## src/verilog/adc_output_control_map.vh

```
// Contract
// - results clamp at plus or minus 15625
// - result is 15-bit two's complement, bit 14 sign
// - one result and interrupt per N samples
// - each result spans latest 2N samples
// - first two results after reconfiguration unsettled
// - short bit ties converter inputs together
// - clearing short bit restarts conversion and settling
// - rate field picks N, divider bit picks rate
// - rate codes divide by 125 up to 8000
// - sample rate is main clock over 25 or 50
// - enable bits start modulator and comb filter
// - upper two result bits carry the sign
`ifndef ADC_OUTPUT_CONTROL_MAP_VH
`define ADC_OUTPUT_CONTROL_MAP_VH

`define ADDR_W 8
`define CTRL_ADDR 8'h00
`define RESULT_ADDR 8'h04
`define STATUS_ADDR 8'h08

`define CTRL_SHORT_BIT 0
`define CTRL_MOD_EN_BIT 1
`define CTRL_GAIN_LSB 2
`define CTRL_GAIN_MSB 3
`define CTRL_RATE_LSB 4
`define CTRL_RATE_MSB 6
`define CTRL_DEC_EN_BIT 7
`define CTRL_DIV_SEL_BIT 8
`define CTRL_MUX_LSB 9
`define CTRL_MUX_MSB 15
`define CTRL_W 16
`define CTRL_RESET 16'h0000

`define STAT_SETTLED_BIT 0
`define STAT_FRESH_BIT 1

`define DIV_FAST 6'h19
`define DIV_SLOW 6'h32

`define BASE_SAMPLES 13'h07d
`define RATE_MAX_SHIFT 3'h6
`define SCALE_MULT 9'h07d
`define FULL_SCALE 15'h3d09
`define SETTLE_RESULTS 2'h2

`define HTRANS_ACTIVE_BIT 1
`define HRESP_OKAY 1'h0

`endif

```

## src/verilog/comb_decimator.v

```verilog
`include "adc_output_control_map.vh"

module comb_decimator (
  input wire hclk,
  input wire hresetn,
  input wire sample_strobe,
  input wire modulator_bit,
  input wire restart,
  input wire [2:0] rate_code,
  output reg result_strobe,
  output reg [14:0] result_value
);
  reg [12:0] sample_cnt_reg;
  reg [13:0] ones_cur_reg;
  reg [13:0] ones_prev_reg;
  wire [2:0] shift;
  wire [12:0] window_len;
  wire [13:0] ones_cur_next;
  wire [13:0] total;
  wire signed [15:0] diff;
  wire signed [23:0] product;
  wire signed [23:0] shifted;
  wire signed [23:0] pos_limit;
  wire signed [23:0] neg_limit;
  wire [14:0] clamped;

  // codes 110 and 111 share the longest window
  assign shift = (rate_code > `RATE_MAX_SHIFT) ? `RATE_MAX_SHIFT : rate_code;
  assign window_len = `BASE_SAMPLES << shift;
  assign ones_cur_next = ones_cur_reg + {13'h0000, modulator_bit};
  // two adjacent windows of N make a 2N span overlapping by N
  assign total = ones_prev_reg + ones_cur_next;
  // ratio (ones-N)/N times full scale; full scale / 125 = 125
  assign diff = $signed({2'b00, total}) - $signed({3'b000, window_len});
  assign product = diff * $signed(`SCALE_MULT);
  assign shifted = product >>> shift;
  assign pos_limit = $signed({9'h000, `FULL_SCALE});
  assign neg_limit = -pos_limit;
  assign clamped = (shifted > pos_limit) ? `FULL_SCALE :
                   (shifted < neg_limit) ? (~`FULL_SCALE + 15'h0001) :
                   shifted[14:0];

  always @(posedge hclk or negedge hresetn) begin
    if (!hresetn) begin
      sample_cnt_reg <= 13'h0000;
      ones_cur_reg <= 14'h0000;
      ones_prev_reg <= 14'h0000;
      result_strobe <= 1'b0;
      result_value <= 15'h0000;
    end else if (restart) begin
      sample_cnt_reg <= 13'h0000;
      ones_cur_reg <= 14'h0000;
      ones_prev_reg <= 14'h0000;
      result_strobe <= 1'b0;
    end else begin
      result_strobe <= 1'b0;
      if (sample_strobe) begin
        if (sample_cnt_reg == window_len - 13'h0001) begin
          sample_cnt_reg <= 13'h0000;
          ones_prev_reg <= ones_cur_next;
          ones_cur_reg <= 14'h0000;
          result_strobe <= 1'b1;
          result_value <= clamped;
        end else begin
          sample_cnt_reg <= sample_cnt_reg + 13'h0001;
          ones_cur_reg <= ones_cur_next;
        end
      end
    end
  end
endmodule // comb_decimator

```

## src/verilog/adc_output_control.v

```verilog
// The AHB-Lite interface to the registers and the register offsets were chosen for this implementation.
`include "adc_output_control_map.vh"

module adc_output_control (
  input wire hclk,
  input wire hresetn,
  input wire hsel,
  input wire [`ADDR_W-1:0] haddr,
  input wire [1:0] htrans,
  input wire hwrite,
  input wire [2:0] hsize,
  input wire [31:0] hwdata,
  input wire hready,
  output wire hreadyout,
  output reg [31:0] hrdata,
  output wire hresp,
  input wire modulator_bit,
  output wire modulator_enable,
  output wire input_short_zero,
  output wire [1:0] input_gain_select,
  output wire [6:0] input_mux_select,
  output wire result_event
);
  // bus state
  reg wr_pending_reg;
  reg [`ADDR_W-1:0] wr_addr_reg;

  // configuration and results
  reg [`CTRL_W-1:0] ctrl_reg;
  reg [`CTRL_W-1:0] ctrl_next;
  reg [15:0] result_reg;
  reg [1:0] settle_cnt_reg;
  reg fresh_reg;
  reg cfg_change_reg;

  // modulator bitstream synchroniser
  reg bit_meta_reg;
  reg bit_sync_reg;

  // sample clock divider
  reg [5:0] div_cnt_reg;
  reg sample_strobe_reg;

  // next-state values
  reg [1:0] settle_cnt_next;
  reg fresh_next;
  reg [5:0] div_cnt_next;
  reg sample_strobe_next;

  wire addr_phase;
  wire rd_accept;
  wire ctrl_write;
  wire running;
  wire restart;
  wire [5:0] div_len;
  wire dec_strobe;
  wire [14:0] dec_value;
  wire settled;

  // zero wait states; every transfer answers okay
  assign hreadyout = 1'b1;
  assign hresp = `HRESP_OKAY;

  assign addr_phase = hsel & hready & htrans[`HTRANS_ACTIVE_BIT];
  assign rd_accept = addr_phase & ~hwrite;
  assign ctrl_write = wr_pending_reg & (wr_addr_reg == `CTRL_ADDR);

  assign modulator_enable = ctrl_reg[`CTRL_MOD_EN_BIT];
  assign input_short_zero = ctrl_reg[`CTRL_SHORT_BIT];
  assign input_gain_select = ctrl_reg[`CTRL_GAIN_MSB:`CTRL_GAIN_LSB];
  assign input_mux_select = ctrl_reg[`CTRL_MUX_MSB:`CTRL_MUX_LSB];

  // the comb filter only runs behind a running modulator
  assign running = ctrl_reg[`CTRL_MOD_EN_BIT] & ctrl_reg[`CTRL_DEC_EN_BIT];
  assign restart = cfg_change_reg | ~running;

  assign div_len = ctrl_reg[`CTRL_DIV_SEL_BIT] ? `DIV_SLOW : `DIV_FAST;
  assign settled = (settle_cnt_reg == `SETTLE_RESULTS);
  assign result_event = dec_strobe;

  // write data arrives in the data phase, so latch the address first
  always @(posedge hclk or negedge hresetn) begin
    if (!hresetn) begin
      wr_pending_reg <= 1'b0;
      wr_addr_reg <= {`ADDR_W{1'b0}};
    end else begin
      wr_pending_reg <= addr_phase & hwrite;
      if (addr_phase) begin
        wr_addr_reg <= haddr;
      end
    end
  end

  always @* begin
    ctrl_next = ctrl_reg;
    if (ctrl_write) begin
      ctrl_next = hwdata[`CTRL_W-1:0];
    end
  end

  // any changed field, short bit included, counts as a reconfiguration
  always @(posedge hclk or negedge hresetn) begin
    if (!hresetn) begin
      ctrl_reg <= `CTRL_RESET;
      cfg_change_reg <= 1'b0;
    end else begin
      ctrl_reg <= ctrl_next;
      cfg_change_reg <= ctrl_write & (ctrl_next != ctrl_reg);
    end
  end

  // read data is registered at the address phase, one coherent snapshot
  always @(posedge hclk or negedge hresetn) begin
    if (!hresetn) begin
      hrdata <= 32'h00000000;
    end else if (rd_accept) begin
      case (haddr)
        `CTRL_ADDR: begin
          hrdata <= {16'h0000, ctrl_reg};
        end
        `RESULT_ADDR: begin
          hrdata <= {16'h0000, result_reg};
        end
        `STATUS_ADDR: begin
          hrdata <= {30'h00000000, fresh_reg, settled};
        end
        default: begin
          hrdata <= 32'h00000000;
        end
      endcase
    end
  end

  // the bitstream comes from the analog side, outside this clock
  always @(posedge hclk or negedge hresetn) begin
    if (!hresetn) begin
      bit_meta_reg <= 1'b0;
      bit_sync_reg <= 1'b0;
    end else begin
      bit_meta_reg <= modulator_bit;
      bit_sync_reg <= bit_meta_reg;
    end
  end

  // one strobe per converter sample period
  // a divider switch also restarts, so restart clears the count, with no strobe, before >= can act
  always @* begin
    div_cnt_next = div_cnt_reg + 6'h01;
    sample_strobe_next = 1'b0;
    if (restart) begin
      div_cnt_next = 6'h00;
    end else if (div_cnt_reg >= div_len - 6'h01) begin
      div_cnt_next = 6'h00;
      sample_strobe_next = 1'b1;
    end
  end

  always @(posedge hclk or negedge hresetn) begin
    if (!hresetn) begin
      div_cnt_reg <= 6'h00;
      sample_strobe_reg <= 1'b0;
    end else begin
      div_cnt_reg <= div_cnt_next;
      sample_strobe_reg <= sample_strobe_next;
    end
  end

  comb_decimator u_decimator (
    .hclk(hclk),
    .hresetn(hresetn),
    .sample_strobe(sample_strobe_reg),
    .modulator_bit(bit_sync_reg),
    .restart(restart),
    .rate_code(ctrl_reg[`CTRL_RATE_MSB:`CTRL_RATE_LSB]),
    .result_strobe(dec_strobe),
    .result_value(dec_value)
  );

  // held until the next result so a late read still sees one value
  always @(posedge hclk or negedge hresetn) begin
    if (!hresetn) begin
      result_reg <= 16'h0000;
    end else if (dec_strobe) begin
      result_reg <= {dec_value[14], dec_value};
    end
  end

  // count results since the last restart; two must pass before settled
  // the count stops at two so it never wraps back to unsettled
  always @* begin
    settle_cnt_next = settle_cnt_reg;
    if (restart) begin
      settle_cnt_next = 2'h0;
    end else if (dec_strobe && !settled) begin
      settle_cnt_next = settle_cnt_reg + 2'h1;
    end
  end

  always @(posedge hclk or negedge hresetn) begin
    if (!hresetn) begin
      settle_cnt_reg <= 2'h0;
    end else begin
      settle_cnt_reg <= settle_cnt_next;
    end
  end

  // fresh flag: set by a result, cleared by reading the result word
  // a result landing in the clearing cycle keeps the flag set
  always @* begin
    fresh_next = fresh_reg;
    if (dec_strobe) begin
      fresh_next = 1'b1;
    end else if (rd_accept && haddr == `RESULT_ADDR) begin
      fresh_next = 1'b0;
    end
  end

  always @(posedge hclk or negedge hresetn) begin
    if (!hresetn) begin
      fresh_reg <= 1'b0;
    end else begin
      fresh_reg <= fresh_next;
    end
  end
endmodule // adc_output_control

```

## config.mk

```make
export PLATFORM = sky130hd
export DESIGN_NAME = adc_output_control
export DESIGN_NICKNAME = d
export VERILOG_FILES = /design/src/verilog/comb_decimator.v /design/src/verilog/adc_output_control.v
export VERILOG_INCLUDE_DIRS = /design/src /design/src/verilog
export SDC_FILE = /design/constraint.sdc
export NUM_CORES = 1
export LEC_CHECK = 0
export CAP_MARGIN = 20
export CORE_MARGIN = 4
export CORE_UTILIZATION = 56
export DETAILED_ROUTE_END_ITERATION = 12
export DONT_BUFFER_PORTS = 1
export PLACE_DENSITY = 0.77
export SKIP_CTS_REPAIR_TIMING = 1
export SLEW_MARGIN = 10
export SYNTH_ARGS = -nofsm -noshare
export SYNTH_HDL_FRONTEND = slang
export SYNTH_SLANG_ARGS = --single-unit
```

## constraint.sdc

```tcl
create_clock -name hclk -period 8.9 [get_ports hclk]
set_input_delay 0.445 -clock hclk [delete_from_list [all_inputs] [get_ports hclk]]
set_output_delay 0.445 -clock hclk [all_outputs]
set_load 0.02 [all_outputs]
```

==> flow_summary_export.csv <==
group,metric,value,unit
yosys,dominant_combinational_cell_family_by_area_after_synthesis,"adder cells",
setup_path,regToRegSetupSlack,50,ps
sta,timing.final.setup_violations,0,
setup_path,critPathSlowestCell,"sky130_fd_sc_hd__fa_1",
floorplanning,placementRows,51,
clock_tree,clock-sinks,126,
outcome,run_status,"finished with violations",
yosys,synth-seq-cells,126,
sta,setup-tns-final,0,ps
sta,slew_violations,0,
clock_tree,tritoncts,"yes",
yosys,synth-seq-area-share,27.6,%
setup_path,critical_path_class,"reg2reg",
global_routing,grt_pass1_vias,9662,
global_routing,number_of_antenna_violations_at_the_first_check_in_global_routing,1,
route,detail_route.wl_per_cell,18.0,um
sta,worstMarginPinSlew,932,ps
final_layout,mostFrequentLayoutCells,"167 x sky130_fd_sc_hd__buf_4, 137 x sky130_fd_sc_hd__inv_1, 126 x sky130_fd_sc_hd__dfrtp_1, 115 x sky130_fd_sc_hd__nand2_1, 87 x sky130_fd_sc_hd__nor2_1",
route,number_of_design_rule_violations_left_by_the_first_detailed_router_iteration,793,
setup_path,cp_data_arrival_time,9150,ps
placement,estimated_wirelength_of_the_detail_placed_design,21.2,mm
yosys,synth-simple-area-share,15.3,%
worst_hold_path,worst_hold_path_type,"in2async",
yosys,syn_area_per_cell,8.79,um^2
outcome,failed_checks,"negative hold slack",
sta,finalCriticalPeriod,8850,ps
clock_tree,reg_clk_slew_reported_paths,70,ps
final_layout,final_layout_size_suffix_gt1_share,28.1,%
setup_path,timing.critical_path.max_delay_family,"adder cells",
route,drt_drc_violations_left,0,
clock_tree,cts_htree_levels,4,
final_layout,layout.cell_area.non_filler,0.0143,mm^2
clock_tree,cts-buffers-inserted,17,
sta,fin_hold_ws,-30.9,ps
placement,io_buffers,0,
setup_path,start_kind,"flip-flop",
yosys,yosysWarningCount,0,
yosys,synth_adder_area_share,18.9,%
placement,minimum_setup_slack_after_placement,-347,ps
route,drt_pre_antenna_iters,6,
clock_tree,cell_chosen_for_the_clock_root,"sky130_fd_sc_hd__clkbuf_16",
yosys,synth_mux_area_share,6.13,%
yosys,post_synthesis_compound_gate_area_fraction,17.2,%
setup_path,path_buf_inv,10,
global_routing,grt_first_pass_wirelength,46.9,mm
yosys,yosys.area_share.xor_xnor,6.57,%
floorplanning,die-area,0.0228,mm^2
floorplanning,chipHeight,151,um
final_layout,final_nets,1633,
sta,timing.max_slew.rel_slack,37.9,%
setup_path,crit_required,9200,ps
setup_path,max_stage_delay_on_crit_path,520,ps
flow_run,drv.max_cap_violation_count,0,
clock_tree,cts.path.max_buffers,2,
yosys,synth_area,0.0114,mm^2
global_routing,grt_remaining_overflow,0,
final_layout,layout_commonest_cell,"sky130_fd_sc_hd__buf_4",
setup_path,worstPathMaxFanout,6,
route,drt-total-wl,30.9,mm
setup_path,endpoint_kind,"flip-flop",
sta,timing.final.hold_violations,27,
route,detail-route-antenna-nets,0,
final_layout,antenna_cells_inserted,0,
floorplanning,initial_utilization,57.8,%
sta,rsz_0062_raised_after_global_routing,"yes",
global_routing,grt_max_degree,127,
sta,final.setup.worst_slack,51.5,ps
yosys,synth_cell_types,85,
sta,post-route-period-util,99.4,%
yosys,dominantRegCellSynth,"sky130_fd_sc_hd__dfrtp_1",
floorplanning,placeableCoreArea,0.0198,mm^2
final_layout,layout_overhead_on_the_synthesized_area,25.1,%
sta,fmaxAchievable,0.113,GHz
setup_path,r2r-end,"u_decimator.result_value[9]",
sta,fin_skew,14.6,ps
yosys,synth-async-reset-ratio,100,%
global_routing,grtUsageTotal,25.4,%
placement,detailed_place.area,0.0127,mm^2
clock_tree,insertion_delay,420,ps
final_layout,postLayoutCoreUtil,72.3,%
floorplanning,ioPinCount,97,
placement,globalplace.congestion,0.902,
setup_path,crit-reg2reg-launch,"u_decimator.ones_cur_reg[0]",
route,detail_routed_via_count_per_cell,5.95,
yosys,synthesis.instances,1300,
setup_path,r2r_cells,45,
route,dr_total_vias,10200,
yosys,synth-edff-count,0,
floorplanning,die_width,151,um
==> stage by stage <==
step,instances,hold slack (ps)
6_report,1719,-30.9
5_1_grt,1719,25.3
4_1_cts,1696,-291
3_5_place_dp,1664,152
3_3_place_gp,1664,153
2_1_floorplan,1317,149
==> worst max path at each step <==
stage	startpoint	endpoint	slack, ps	cells after the start
after floorplan	bit_sync_reg	u_decimator.result_value[9]	20	40
after global placement	bit_sync_reg	u_decimator.result_value[11]	-140	41
after detailed placement	bit_sync_reg	u_decimator.result_value[12]	-350	40
after CTS	u_decimator.ones_cur_reg[0]	u_decimator.result_value[10]	-430	40
after global routing	u_decimator.ones_cur_reg[0]	u_decimator.result_value[9]	-310	43
final	u_decimator.ones_cur_reg[0]	u_decimator.result_value[9]	50	45
==> synthesized netlist by cell type, types with 7 or more instances <==
| master | instances | share of area (%) |
|---|---|---|
| sky130_fd_sc_hd__ha_1 | 89 | 9.7 |
| sky130_fd_sc_hd__clkbuf_1 | 34 | 1.1 |
| sky130_fd_sc_hd__nand3_1 | 30 | 1.3 |
| sky130_fd_sc_hd__a21oi_1 | 67 | 2.9 |
| sky130_fd_sc_hd__mux2i_1 | 25 | 2.2 |
| sky130_fd_sc_hd__xor2_1 | 32 | 2.5 |
| sky130_fd_sc_hd__buf_4 | 28 | 1.8 |
| sky130_fd_sc_hd__fa_1 | 52 | 9.1 |
| sky130_fd_sc_hd__dfrtp_1 | 126 | 28 |
| sky130_fd_sc_hd__inv_1 | 145 | 4.8 |
| sky130_fd_sc_hd__nor2b_1 | 11 | 0.60 |
| sky130_fd_sc_hd__buf_2 | 9 | 0.39 |
| sky130_fd_sc_hd__nor3_1 | 11 | 0.48 |
| sky130_fd_sc_hd__o211ai_1 | 12 | 0.79 |
| sky130_fd_sc_hd__nor2_1 | 91 | 3.0 |
| sky130_fd_sc_hd__a211oi_1 | 16 | 1.1 |
| sky130_fd_sc_hd__a21o_1 | 13 | 0.85 |
| sky130_fd_sc_hd__o22ai_1 | 7 | 0.38 |
| sky130_fd_sc_hd__and3_1 | 7 | 0.38 |
| sky130_fd_sc_hd__and2_1 | 13 | 0.71 |
| sky130_fd_sc_hd__xnor2_1 | 50 | 3.8 |
| sky130_fd_sc_hd__or3_1 | 10 | 0.55 |
| sky130_fd_sc_hd__nand2b_1 | 17 | 0.93 |
| sky130_fd_sc_hd__nand2_1 | 119 | 3.9 |
| sky130_fd_sc_hd__o21ai_0 | 91 | 4.0 |
| sky130_fd_sc_hd__o21ai_1 | 7 | 0.31 |
| sky130_fd_sc_hd__mux2_2 | 40 | 3.9 |
| sky130_fd_sc_hd__nand4_1 | 11 | 0.60 |
| sky130_fd_sc_hd__a31oi_1 | 10 | 0.55 |
==> cell families (layout without fill, tap and decap cells) <==
logic type,Yosys count,count (layout)
and+or+nand+nor,358,358
AOI/OAI and AO/OA,303,303
buffers and inverters,221,358
adders and majority gates,141,141
DFF,126,126
xor gates and xnor gates,84,84
muxes,65,65
other,2,19
==> layout make-up <==
class,count,area [um^2]
Clock inverter,14,169
Inverter,148,556
Tap cell,265,332
Timing Repair Buffer,178,1390
Fill cell,1335,5490
Multi-Input combinational cell,970,8250
Sequential cell,126,3150
Clock buffer,18,439
==> metal layers <==
metal	up-vias	global-route usage, %	share of wire (%)
li1	4716	-	-
met1	5037	33.9	41
met2	396	42.8	50
met3	73	4.16	6.8
met4	2	7.16	2.2
met5	-	0	0.042
Power is left out: the tool's default activity adds up to more than one toggle a clock period on the data nets, which glitch-free logic cannot reach.
